<file path="src/verilog/wps_pkg.sv">
// shared constants, register map and carrier types of the watchdog,
// power-save and external edge interrupt block
// assumes a 100 MHz pclk and a word-wide APB register window
package wps_pkg;
   // ------------------------------------------------------------
   // timing
   // ------------------------------------------------------------
   localparam int          CLK_MHZ      = 100;
   localparam int          MCYC_DIV     = 4;
   localparam logic [1:0]  MCYC_LAST    = 2'(MCYC_DIV - 1);
   localparam logic [3:0]  IRQ_LAT_MCYC = 4'hC;
   localparam logic [7:0]  BIT_TOP      = 8'hFF;
   localparam logic [7:0]  RC_HALF      = 8'h80;
   // ------------------------------------------------------------
   // register map: printed index, byte address is four times it
   // ------------------------------------------------------------
   localparam logic [7:0]  EDGE_IDX     = 8'hE6;
   localparam logic [7:0]  CMP_IDX      = 8'hE7;
   localparam logic [7:0]  CKCTL_IDX    = 8'hE8;
   localparam logic [7:0]  FLAGS_IDX    = 8'hE9;
   localparam logic [7:0]  STATUS_IDX   = 8'hEA;
   localparam int          ADDR_W       = 12;
   localparam logic [11:0] EDGE_ADDR    = {2'h0, EDGE_IDX, 2'h0};
   localparam logic [11:0] CMP_ADDR     = {2'h0, CMP_IDX, 2'h0};
   localparam logic [11:0] CKCTL_ADDR   = {2'h0, CKCTL_IDX, 2'h0};
   localparam logic [11:0] FLAGS_ADDR   = {2'h0, FLAGS_IDX, 2'h0};
   localparam logic [11:0] STATUS_ADDR  = {2'h0, STATUS_IDX, 2'h0};
   // ------------------------------------------------------------
   // fields and reset values
   // ------------------------------------------------------------
   localparam int          CMP_CLR_BIT  = 7;
   localparam int          CK_WAKE_BIT  = 6;
   localparam int          CK_RC_BIT    = 5;
   localparam int          CK_WRS_BIT   = 4;
   localparam int          FLAG_WDT     = 2;
   localparam logic [1:0]  EDGE_FALL    = 2'h1;
   localparam logic [1:0]  EDGE_RISE    = 2'h2;
   localparam logic [1:0]  EDGE_BOTH    = 2'h3;
   localparam logic [7:0]  EDGE_RST     = 8'h00;
   localparam logic [7:0]  CMP_RST      = 8'h7F;
   localparam logic [7:0]  CKCTL_RST    = 8'h00;
   // ------------------------------------------------------------
   // types
   // ------------------------------------------------------------
   typedef enum logic [2:0] {
      M_RUN, M_STOP, M_WAKE, M_RCW, M_STAB
   } wps_mode_t;

   typedef struct packed {
      logic halt_exec;
      logic i_flag;
      logic ack_a;
      logic ack_b;
      logic other_pending;
   } wps_cpu_in_t;

   typedef struct packed {
      logic cpu_stop;
      logic pc_hold;
      logic osc_run;
      logic timer_zero_run;
      logic presc2048_run;
      logic rc_osc_run;
   } wps_pm_out_t;

   typedef struct packed {
      logic        resume;
      logic        resume_vec;
      logic        wdt_rst;
      logic [1:0]  req;
   } wps_cpu_out_t;

   typedef struct packed {
      wps_mode_t       mode;
      logic [1:0]      mcyc_cnt;
      logic [1:0]      pin_q;
      logic [2:0]      flags;
      logic [1:0][3:0] age;
      logic [7:0]      edge_r;
      logic [7:0]      cmp_r;
      logic [7:0]      ckctl_r;
      logic [6:0]      wcnt;
      logic [7:0]      rcpre;
      logic [7:0]      bitcnt;
      logic            pready;
      logic            pslverr;
      logic [31:0]     prdata;
      wps_pm_out_t     pm;
      wps_cpu_out_t    co;
   } wps_state_t;
endpackage

</file>
<file path="src/verilog/wps_top.sv">
// watchdog, halt power-save controller and external edge interrupts
// assumes all inputs synchronous to pclk; bit_tick, rc_tick and
// timer_zero_ovf are one-cycle pulses from the surrounding timers
`timescale 1ns/1ps
module wps_top
   import wps_pkg::*;
(
   input  wire logic                        pclk,
   input  wire logic                        presetn,
   input  wire logic                        psel,
   input  wire logic                        penable,
   input  wire logic                        pwrite,
   input  wire logic [wps_pkg::ADDR_W-1:0]  paddr,
   input  wire logic [31:0]                 pwdata,
   output logic      [31:0]                 prdata,
   output logic                             pready,
   output logic                             pslverr,
   input  wire logic [1:0]                  ext_irq,
   input  wire logic                        bit_tick,
   input  wire logic                        rc_tick,
   input  wire logic                        timer_zero_ovf,
   input  wire wps_pkg::wps_cpu_in_t        cpu_in,
   output wps_pkg::wps_cpu_out_t            cpu_out,
   output wps_pkg::wps_pm_out_t             pm_out
);
   import wps_pkg::*;

   wps_state_t q;
   wps_state_t s;
   logic       mcyc;
   logic       bit_ovf;
   logic       any_det;
   logic       match;
   logic [1:0] det;

   assign mcyc    = (q.mcyc_cnt == MCYC_LAST);
   assign bit_ovf = bit_tick && (q.bitcnt == BIT_TOP)
                    && (q.mode == M_RUN || q.mode == M_STAB);

   // ------------------------------------------------------------
   // next state
   // ------------------------------------------------------------
   always_comb begin
      logic       wr;
      logic [6:0] nc;
      logic [7:0] pre_n;
      logic [1:0] sel;
      s             = q;
      wr            = psel && penable && pwrite && q.pready;
      nc            = q.wcnt + 7'h01;
      pre_n         = q.rcpre + 8'h01;
      sel           = 2'h0;
      det           = 2'h0;
      match         = 1'b0;
      s.co.resume     = 1'b0;
      s.co.resume_vec = 1'b0;
      s.co.wdt_rst    = 1'b0;
      s.mcyc_cnt    = mcyc ? 2'h0 : q.mcyc_cnt + 2'h1;

      // apb: zero-wait answer, data set in the setup cycle
      if (psel && !penable) begin
         s.pready  = 1'b1;
         s.pslverr = 1'b0;
         s.prdata  = 32'h0000_0000;
         case (paddr)
            EDGE_ADDR:   s.prdata = {24'h000000, q.edge_r};
            CMP_ADDR:    s.prdata = {24'h000000, q.cmp_r};
            CKCTL_ADDR:  s.prdata = {24'h000000, q.ckctl_r};
            FLAGS_ADDR:  s.prdata = {29'h0, q.flags};
            STATUS_ADDR: s.prdata = {13'h0, q.mode, q.bitcnt,
                                     1'b0, q.wcnt};
            default:     s.pslverr = 1'b1;
         endcase
      end else if (q.pready) begin
         s.pready  = 1'b0;
         s.pslverr = 1'b0;
      end

      if (wr) begin
         case (paddr)
            EDGE_ADDR:  s.edge_r  = pwdata[7:0];
            CKCTL_ADDR: s.ckctl_r = pwdata[7:0];
            FLAGS_ADDR: s.flags   = pwdata[2:0];
            default:    s.edge_r  = s.edge_r;
         endcase
      end

      // vectoring clears the edge flag before any new set lands
      if (cpu_in.ack_a)
         s.flags[0] = 1'b0;
      if (cpu_in.ack_b)
         s.flags[1] = 1'b0;

      // edge sampling, once per machine cycle
      for (int i = 0; i < 2; i++) begin
         sel = q.edge_r[2*i +: 2];
         if (mcyc) begin
            s.pin_q[i] = ext_irq[i];
            if ((ext_irq[i] && !q.pin_q[i] && sel[1]) ||
                (!ext_irq[i] && q.pin_q[i] && sel[0]))
               det[i] = 1'b1;
         end
         if (det[i])
            s.flags[i] = 1'b1;
      end
      any_det = |det;

      // request age in machine cycles since the flag rose
      for (int i = 0; i < 2; i++) begin
         if (!q.flags[i])
            s.age[i] = 4'h0;
         else if (mcyc && q.age[i] != IRQ_LAT_MCYC)
            s.age[i] = q.age[i] + 4'h1;
         s.co.req[i] = q.flags[i] && (q.age[i] == IRQ_LAT_MCYC);
      end

      // basic interval timer, also the wake-up stabilisation count
      if (bit_tick && (q.mode == M_RUN || q.mode == M_STAB))
         s.bitcnt = q.bitcnt + 8'h01;

      // watchdog counter and its two clock sources
      if (q.mode == M_RUN && bit_ovf) begin
         if (nc == q.cmp_r[6:0]) begin
            match  = 1'b1;
            s.wcnt = 7'h00;
         end else
            s.wcnt = nc;
      end else if (q.mode == M_RCW && rc_tick) begin
         s.rcpre = pre_n;
         if (q.wcnt == q.cmp_r[6:0] && pre_n == RC_HALF) begin
            match   = 1'b1;
            s.wcnt  = 7'h00;
            s.rcpre = 8'h00;
         end else if (pre_n == 8'h00)
            s.wcnt = nc;
      end

      // counter clear bit: holds the counter, drops on machine cycle
      if (q.cmp_r[CMP_CLR_BIT]) begin
         s.wcnt = 7'h00;
         if (mcyc)
            s.cmp_r[CMP_CLR_BIT] = 1'b0;
      end
      if (wr && paddr == CMP_ADDR) begin
         s.cmp_r = pwdata[7:0];
         if (pwdata[CMP_CLR_BIT])
            s.wcnt = 7'h00;
      end

      if (match) begin
         if (q.ckctl_r[CK_WRS_BIT])
            s.co.wdt_rst = 1'b1;
         else
            s.flags[FLAG_WDT] = 1'b1;
      end

      // power-save sequencing
      case (q.mode)
         M_RUN: begin
            if (cpu_in.halt_exec) begin
               if ((|q.flags) || cpu_in.other_pending)
                  s.co.resume = 1'b1;
               else if (q.ckctl_r[CK_WAKE_BIT])
                  s.mode = M_WAKE;
               else if (q.ckctl_r[CK_RC_BIT]) begin
                  s.mode  = M_RCW;
                  s.rcpre = 8'h00;
                  s.wcnt  = 7'h00;
               end else
                  s.mode = M_STOP;
            end
         end
         M_STOP: begin
            if (any_det) begin
               s.mode   = M_STAB;
               s.bitcnt = 8'h00;
            end
         end
         M_WAKE: begin
            if (any_det || timer_zero_ovf) begin
               s.mode          = M_RUN;
               s.co.resume     = 1'b1;
               s.co.resume_vec = cpu_in.i_flag;
            end
         end
         M_RCW: begin
            if (match && q.ckctl_r[CK_WRS_BIT])
               s.mode = M_RUN;
            else if (any_det || match) begin
               s.mode   = M_STAB;
               s.bitcnt = 8'h00;
            end
         end
         M_STAB: begin
            if (bit_ovf) begin
               s.mode          = M_RUN;
               s.co.resume     = 1'b1;
               s.co.resume_vec = cpu_in.i_flag;
            end
         end
         default: s.mode = M_RUN;
      endcase

      // mode-dependent enables, registered with the mode
      s.pm.cpu_stop      = (s.mode != M_RUN);
      s.pm.pc_hold       = (s.mode != M_RUN);
      s.pm.osc_run       = (s.mode == M_RUN || s.mode == M_WAKE
                            || s.mode == M_STAB);
      s.pm.timer_zero_run    = (s.mode == M_RUN || s.mode == M_WAKE);
      s.pm.presc2048_run = (s.mode == M_WAKE);
      s.pm.rc_osc_run    = (s.mode == M_RCW);
   end

   // ------------------------------------------------------------
   // state register
   // ------------------------------------------------------------
   always_ff @(posedge pclk or negedge presetn) begin
      if (!presetn) begin
         q         <= '0;
         q.mode    <= M_RUN;
         q.edge_r  <= EDGE_RST;
         q.cmp_r   <= CMP_RST;
         q.ckctl_r <= CKCTL_RST;
      end else begin
         q <= s;
      end
   end

   assign prdata  = q.prdata;
   assign pready  = q.pready;
   assign pslverr = q.pslverr;
   assign cpu_out = q.co;
   assign pm_out  = q.pm;
endmodule

</file>
<file path="config.mk">
export PLATFORM = sky130hd
export DESIGN_NAME = wps_top
export DESIGN_NICKNAME = d
export VERILOG_FILES = /design/src/verilog/wps_pkg.sv /design/src/verilog/wps_top.sv
export SDC_FILE = /design/constraint.sdc
export NUM_CORES = 1
export LEC_CHECK = 0
export BUFFER_PORTS_ARGS = -buffer_cell sky130_fd_sc_hd__buf_2
export CAP_MARGIN = 5
export CORE_ASPECT_RATIO = 0.9
export CORE_MARGIN = 2
export CORE_UTILIZATION = 50
export DETAILED_ROUTE_END_ITERATION = 10
export PLACE_DENSITY = 0.8
export SLEW_MARGIN = 15
export SYNTH_ARGS = -nofsm -noshare
export SYNTH_HDL_FRONTEND = slang
export SYNTH_SLANG_ARGS = --single-unit
</file>
<file path="constraint.sdc">
create_clock -name pclk -period 2.33 [get_ports pclk]
set_input_delay 0.1165 -clock pclk [delete_from_list [all_inputs] [get_ports pclk]]
set_output_delay 0.1165 -clock pclk [all_outputs]
set_load 0.02 [all_outputs]
</file>
## After elaboration in Yosys (flattened, before gate mapping)

Index checks and enable logic that the tools add are counted.

| operators by class | value |
|---|---|
| add/sub/neg operators | 6 |
| $mul | 0 |
| div/mod/pow operators | 0 |
| magnitude comparators | 0 |
| equality and inequality tests | 23 |
| shifts and indexed selects | 0 |
| multiplexer cells | 66 |
| bitwise gates (word level) | 0 |
| reduce and logical (&&, ||, !) cells | 53 |

Operator list:

| operator | number |
|---|---|
| $pmux W19 S5 | 1 |
| $mux W15 | 6 |
| $eq A12 B10 Y1 const B | 5 |
| $mux W8 | 7 |
| $mux W7 | 7 |
| $mux W3 | 10 |
| $logic_and A1 B1 Y1 | 24 |
| $mux W1 | 22 |
| $add A8 B1 Y8 const B | 2 |
| $eq A8 B8 Y1 const B | 2 |
| $mux W4 | 4 |
| $pmux W8 S2 | 1 |
| $pmux W3 S5 | 1 |
| $reduce_bool A3 Y1 | 5 |
| $eq A7 B7 Y1 | 2 |
| $eq A3 B2 Y1 const B | 4 |
| $mux W2 | 5 |
| $add A4 B1 Y4 const B | 2 |
| $eq A4 B4 Y1 const B | 2 |
| $logic_not A8 Y1 | 1 |
| $logic_or A1 B1 Y1 | 8 |
| $ne A4 B4 Y1 const B | 2 |
| $reduce_and A2 Y1 | 4 |
| $add A7 B1 Y7 const B | 1 |
| 13 further kinds | 20 |

| word-level totals | value |
|---|---|
| bits in registers | 109 |
| bits in latches | 0 |
| memory bits (writable) | 0 |
| ROM bits | 0 |
| input bits | 59 |
| output and inout port bits | 45 |
| word-level logic and storage cells | 175 |
| memories | 0 |

## Depth between registers and ports, before layout

| depth | value |
|---|---|
| depth after elaboration | 14 |
| mapped depth | 9 |
| depth with buffers taken out | 8 |

## Least setup slack after synthesis

Ideal clock, no wire load.

| timing path | value |
|---|---|
| path kind | register -> register |
| from | register q[109] (netlist name) |
| to | register q, in the netlist pm_out[2] |
| library setup time | 120 ps |
| arrival time | 2305 ps |
| data required time | 2210 ps |
| setup slack | -94 ps |
| stages on the path, launching flop included | 8 |
| buffers on the path | 1 |
| period minus slack after synthesis | 2424 ps |
| cells stage by stage | dfrtp_1 > buf_6 > or4b_1 > or4_4 > and2_0 > and4_4 > or3_1 > and3_1 |

RTL lines:

| element | line | source |
|---|---|---|
| start, declared | wps_top.sv:28 | `wps_state_t q;` |
| start signal, assigned | wps_top.sv:225 | `q <= s;` |

==> results.json <==
{
  "synth_area_um2": 5340,
  "clock_sinks": 96,
  "max-vdd-ir-drop_uv": 442,
  "synth_top_flop_cell": "dfrtp_1",
  "drc": 8,
  "violations": "DRC, setup timing",
  "p_leak_nw": 2.96,
  "cts_max_path_buffers": 2,
  "dp_hpwl_um": 9240,
  "end_kind": "flop",
  "async_flop_share_pct": 100,
  "rsz0062_at_grt": "yes",
  "setup_viol_count_final": 9,
  "synth-seq-cells": 96,
  "final_max_slew_viol_count": 0,
  "setup-tns-final_ns": -0.283,
  "wl_um": 13500,
  "cap_violations": 0,
  "dieWidth_um": 113,
  "path_max_fanout": 7,
  "finClkSkew_ns": 0.0113,
  "syn_to_final_growth_pct": 20.7,
  "critical_path_class": "reg -> reg",
  "synth_top_area_share_pct": 41.7,
  "root_buffer": "clkbuf_16",
  "multi_input_area_um2": 2710,
  "cp_cell_sequence": "or4b_1, or4_4, and2_4, and4_4, buf_6, nor3_4, nor2_1",
  "htree_num_levels": 3,
  "layout_common_cells": "87 x dfrtp_1, 65 x buf_2, 59 x nand2_1",
  "gp_congestion": 0.930,
  "mostFrequentLayoutCell": "dfrtp_1",
  "start_util_pct": 51.7,
  "synth_cells": 536,
  "wire_per_inst_um": 17.9,
  "viasPerCell": 5.92,
  "critical_path.top_delay_family": "simple AND/OR/NAND/NOR gates",
  "worst_setup_path_start_kind": "flop",
  "dpl_worst_slack_ns": -0.128,
  "required_ns": 2.55,
  "crit_arrival_ns": 2.60,
  "hold_violations": 0,
  "worst_slack_ns": -0.0554,
  "drive_gt1_share_pct": 33.8,
  "status": "finished, violations left",
  "ys_top_cells_by_area": "dfrtp_1 42%, buf_4 6.0%, mux2_2 5.9%",
  "max_freq_mhz": 419,
  "grtUsageTotal_pct": 23.2,
  "hp-class": "in -> reg",
  "rows": 35,
  "cts_tree": "yes",
  "yosysUniqueCellTypes": 69,
  "ios": 104,
  "layout_min_cycle_time_ns": 2.39,
  "coreArea_um2": 10300,
  "fillers": 778,
  "diodes": 0,
  "clk_pin_slew_ns": 0.08,
  "worstMarginPinSlew_ns": 0.676,
  "p_total_mw": 4.05,
  "port_buffers": 66,
  "num_vias": 4438,
  "powerDensity_nw_per_um2": 629,
  "antenna_left": 0,
  "yosysTopAreaCell": "dfrtp_1",
  "grt_pass1_vias": 4316,
  "overflow": 0,
  "relSlewSlack_pct": 53.8,
  "detail_route.first_pass.iterations": 8,
  "synth_edf_count": 0,
  "die_area_um2": 11500,
  "yosysSeqAreaShare_pct": 45.1,
  "die_h_um": 102,
  "cts_buffers": 9,
  "fin_util_pct": 62.4,
  "grt_max_degree": 54,
  "cp_num_buf_inv": 1,
  "clk_latency_ns": 0.34,
  "cp_slowest_stage_delay_ns": 0.54,
  "period_share_pct": 102,
  "regArea_um2": 2410,
  "antenna_found_initial": 0,
  "syn_area_per_cell_um2": 9.96,
  "nNetsFinal": 684,
  "crit_slowest_cell": "or4b_1",
  "grt_pass1_wl_um": 21500,
  "drt_iter0_drc": 405,
  "yosys_warnings": 0
}
tightest hold or removal path, delay by kind of cell:
kind / cells / cell delay, ns
buffers and inverters: 1 / 0.11
AND/OR/NAND/NOR: 1 / 0.05
AO/OA/AOI/OAI: 1 / 0.06
logic make-up after synthesis:
logic type	count (synthesis)	synth area share [%]
compound gates	74	10.3
xor+xnor	30	4.92
fa+ha+maj	9	2.11
buf+inv	75	8.51
flops	96	45.2
mux	33	6.84
other cells	1	0.0702
simple gates	218	22.1
per-layer routing:
metal,global-route usage (%),vias to the layer above,share of wire [%]
met3,2.97,29,5.7
met1,30.9,2215,43
met4,8.44,0,2.2
li1,-,2008,-
met2,39.5,186,49
met5,0,-,0
what timing repair did:
item | 4_1_cts | 5_1_grt
endpoints found under the hold margin | 53 | 0
setup endpoints to repair | 19 | 27
setup buffers | 1 | 3
hold buffers | 4 | 0
gates resized for setup | 13 | 27
pin swaps | 9 | 10
synth_stat cells, types with 11 or more instances:
| cell | instances |
|---|---|
| mux2_2 | 28 |
| nand3_1 | 30 |
| clkbuf_1 | 14 |
| o21ai_0 | 20 |
| buf_4 | 43 |
| dfrtp_1 | 89 |
| nor3_1 | 11 |
| nor2_1 | 40 |
| nand2_1 | 60 |
| xnor2_1 | 18 |
| xor2_1 | 12 |
| inv_1 | 12 |
final timing paths:
check,slack (ns),end,from,cells after the start
min in group asynchronous,0.36,q[95],presetn,2
min,0.03,cpu_out[4],cpu_in[4],3
max reg2reg,-0.06,q[51],q[109],7
max,-0.06,q[51],q[109],7
min reg2reg,0.43,q[105],q[105],1
max in group asynchronous,1.24,q[82],presetn,3
state kept, by name, summed over array words and instances, names as in the netlist:
signal,count
pready,1
pm_out,5
q,65
cpu_out,5
prdata,19
pslverr,1
layout make-up:
| type | instances | area share [%] |
|---|---|---|
| clock inverter | 7 | 1.96 |
| inverter | 12 | 0.699 |
| timing repair buffer | 120 | 11.9 |
| sequential | 96 | 37.4 |
| clock buffer | 9 | 3.49 |
| multi-input combinational | 377 | 42.0 |
| tap | 129 | 2.50 |
power breakdown:
group	internal [mW]	switching, mW
sequential	1.74	0.0677
combinational	0.201	0.283
clock	1.07	0.695
total	3.01	1.05
per-stage QoR:
step	cells	cell area (µm²)	hold slack [ns]
floorplan	548	5400	-0.179
global placement	726	5840	0.195
detailed placement	726	5840	0.202
CTS	747	6280	0.0317
global route	750	6450	0.0450
finish	750	6450	0.0343
No activity file was read; power rests on OpenSTA's default activity.
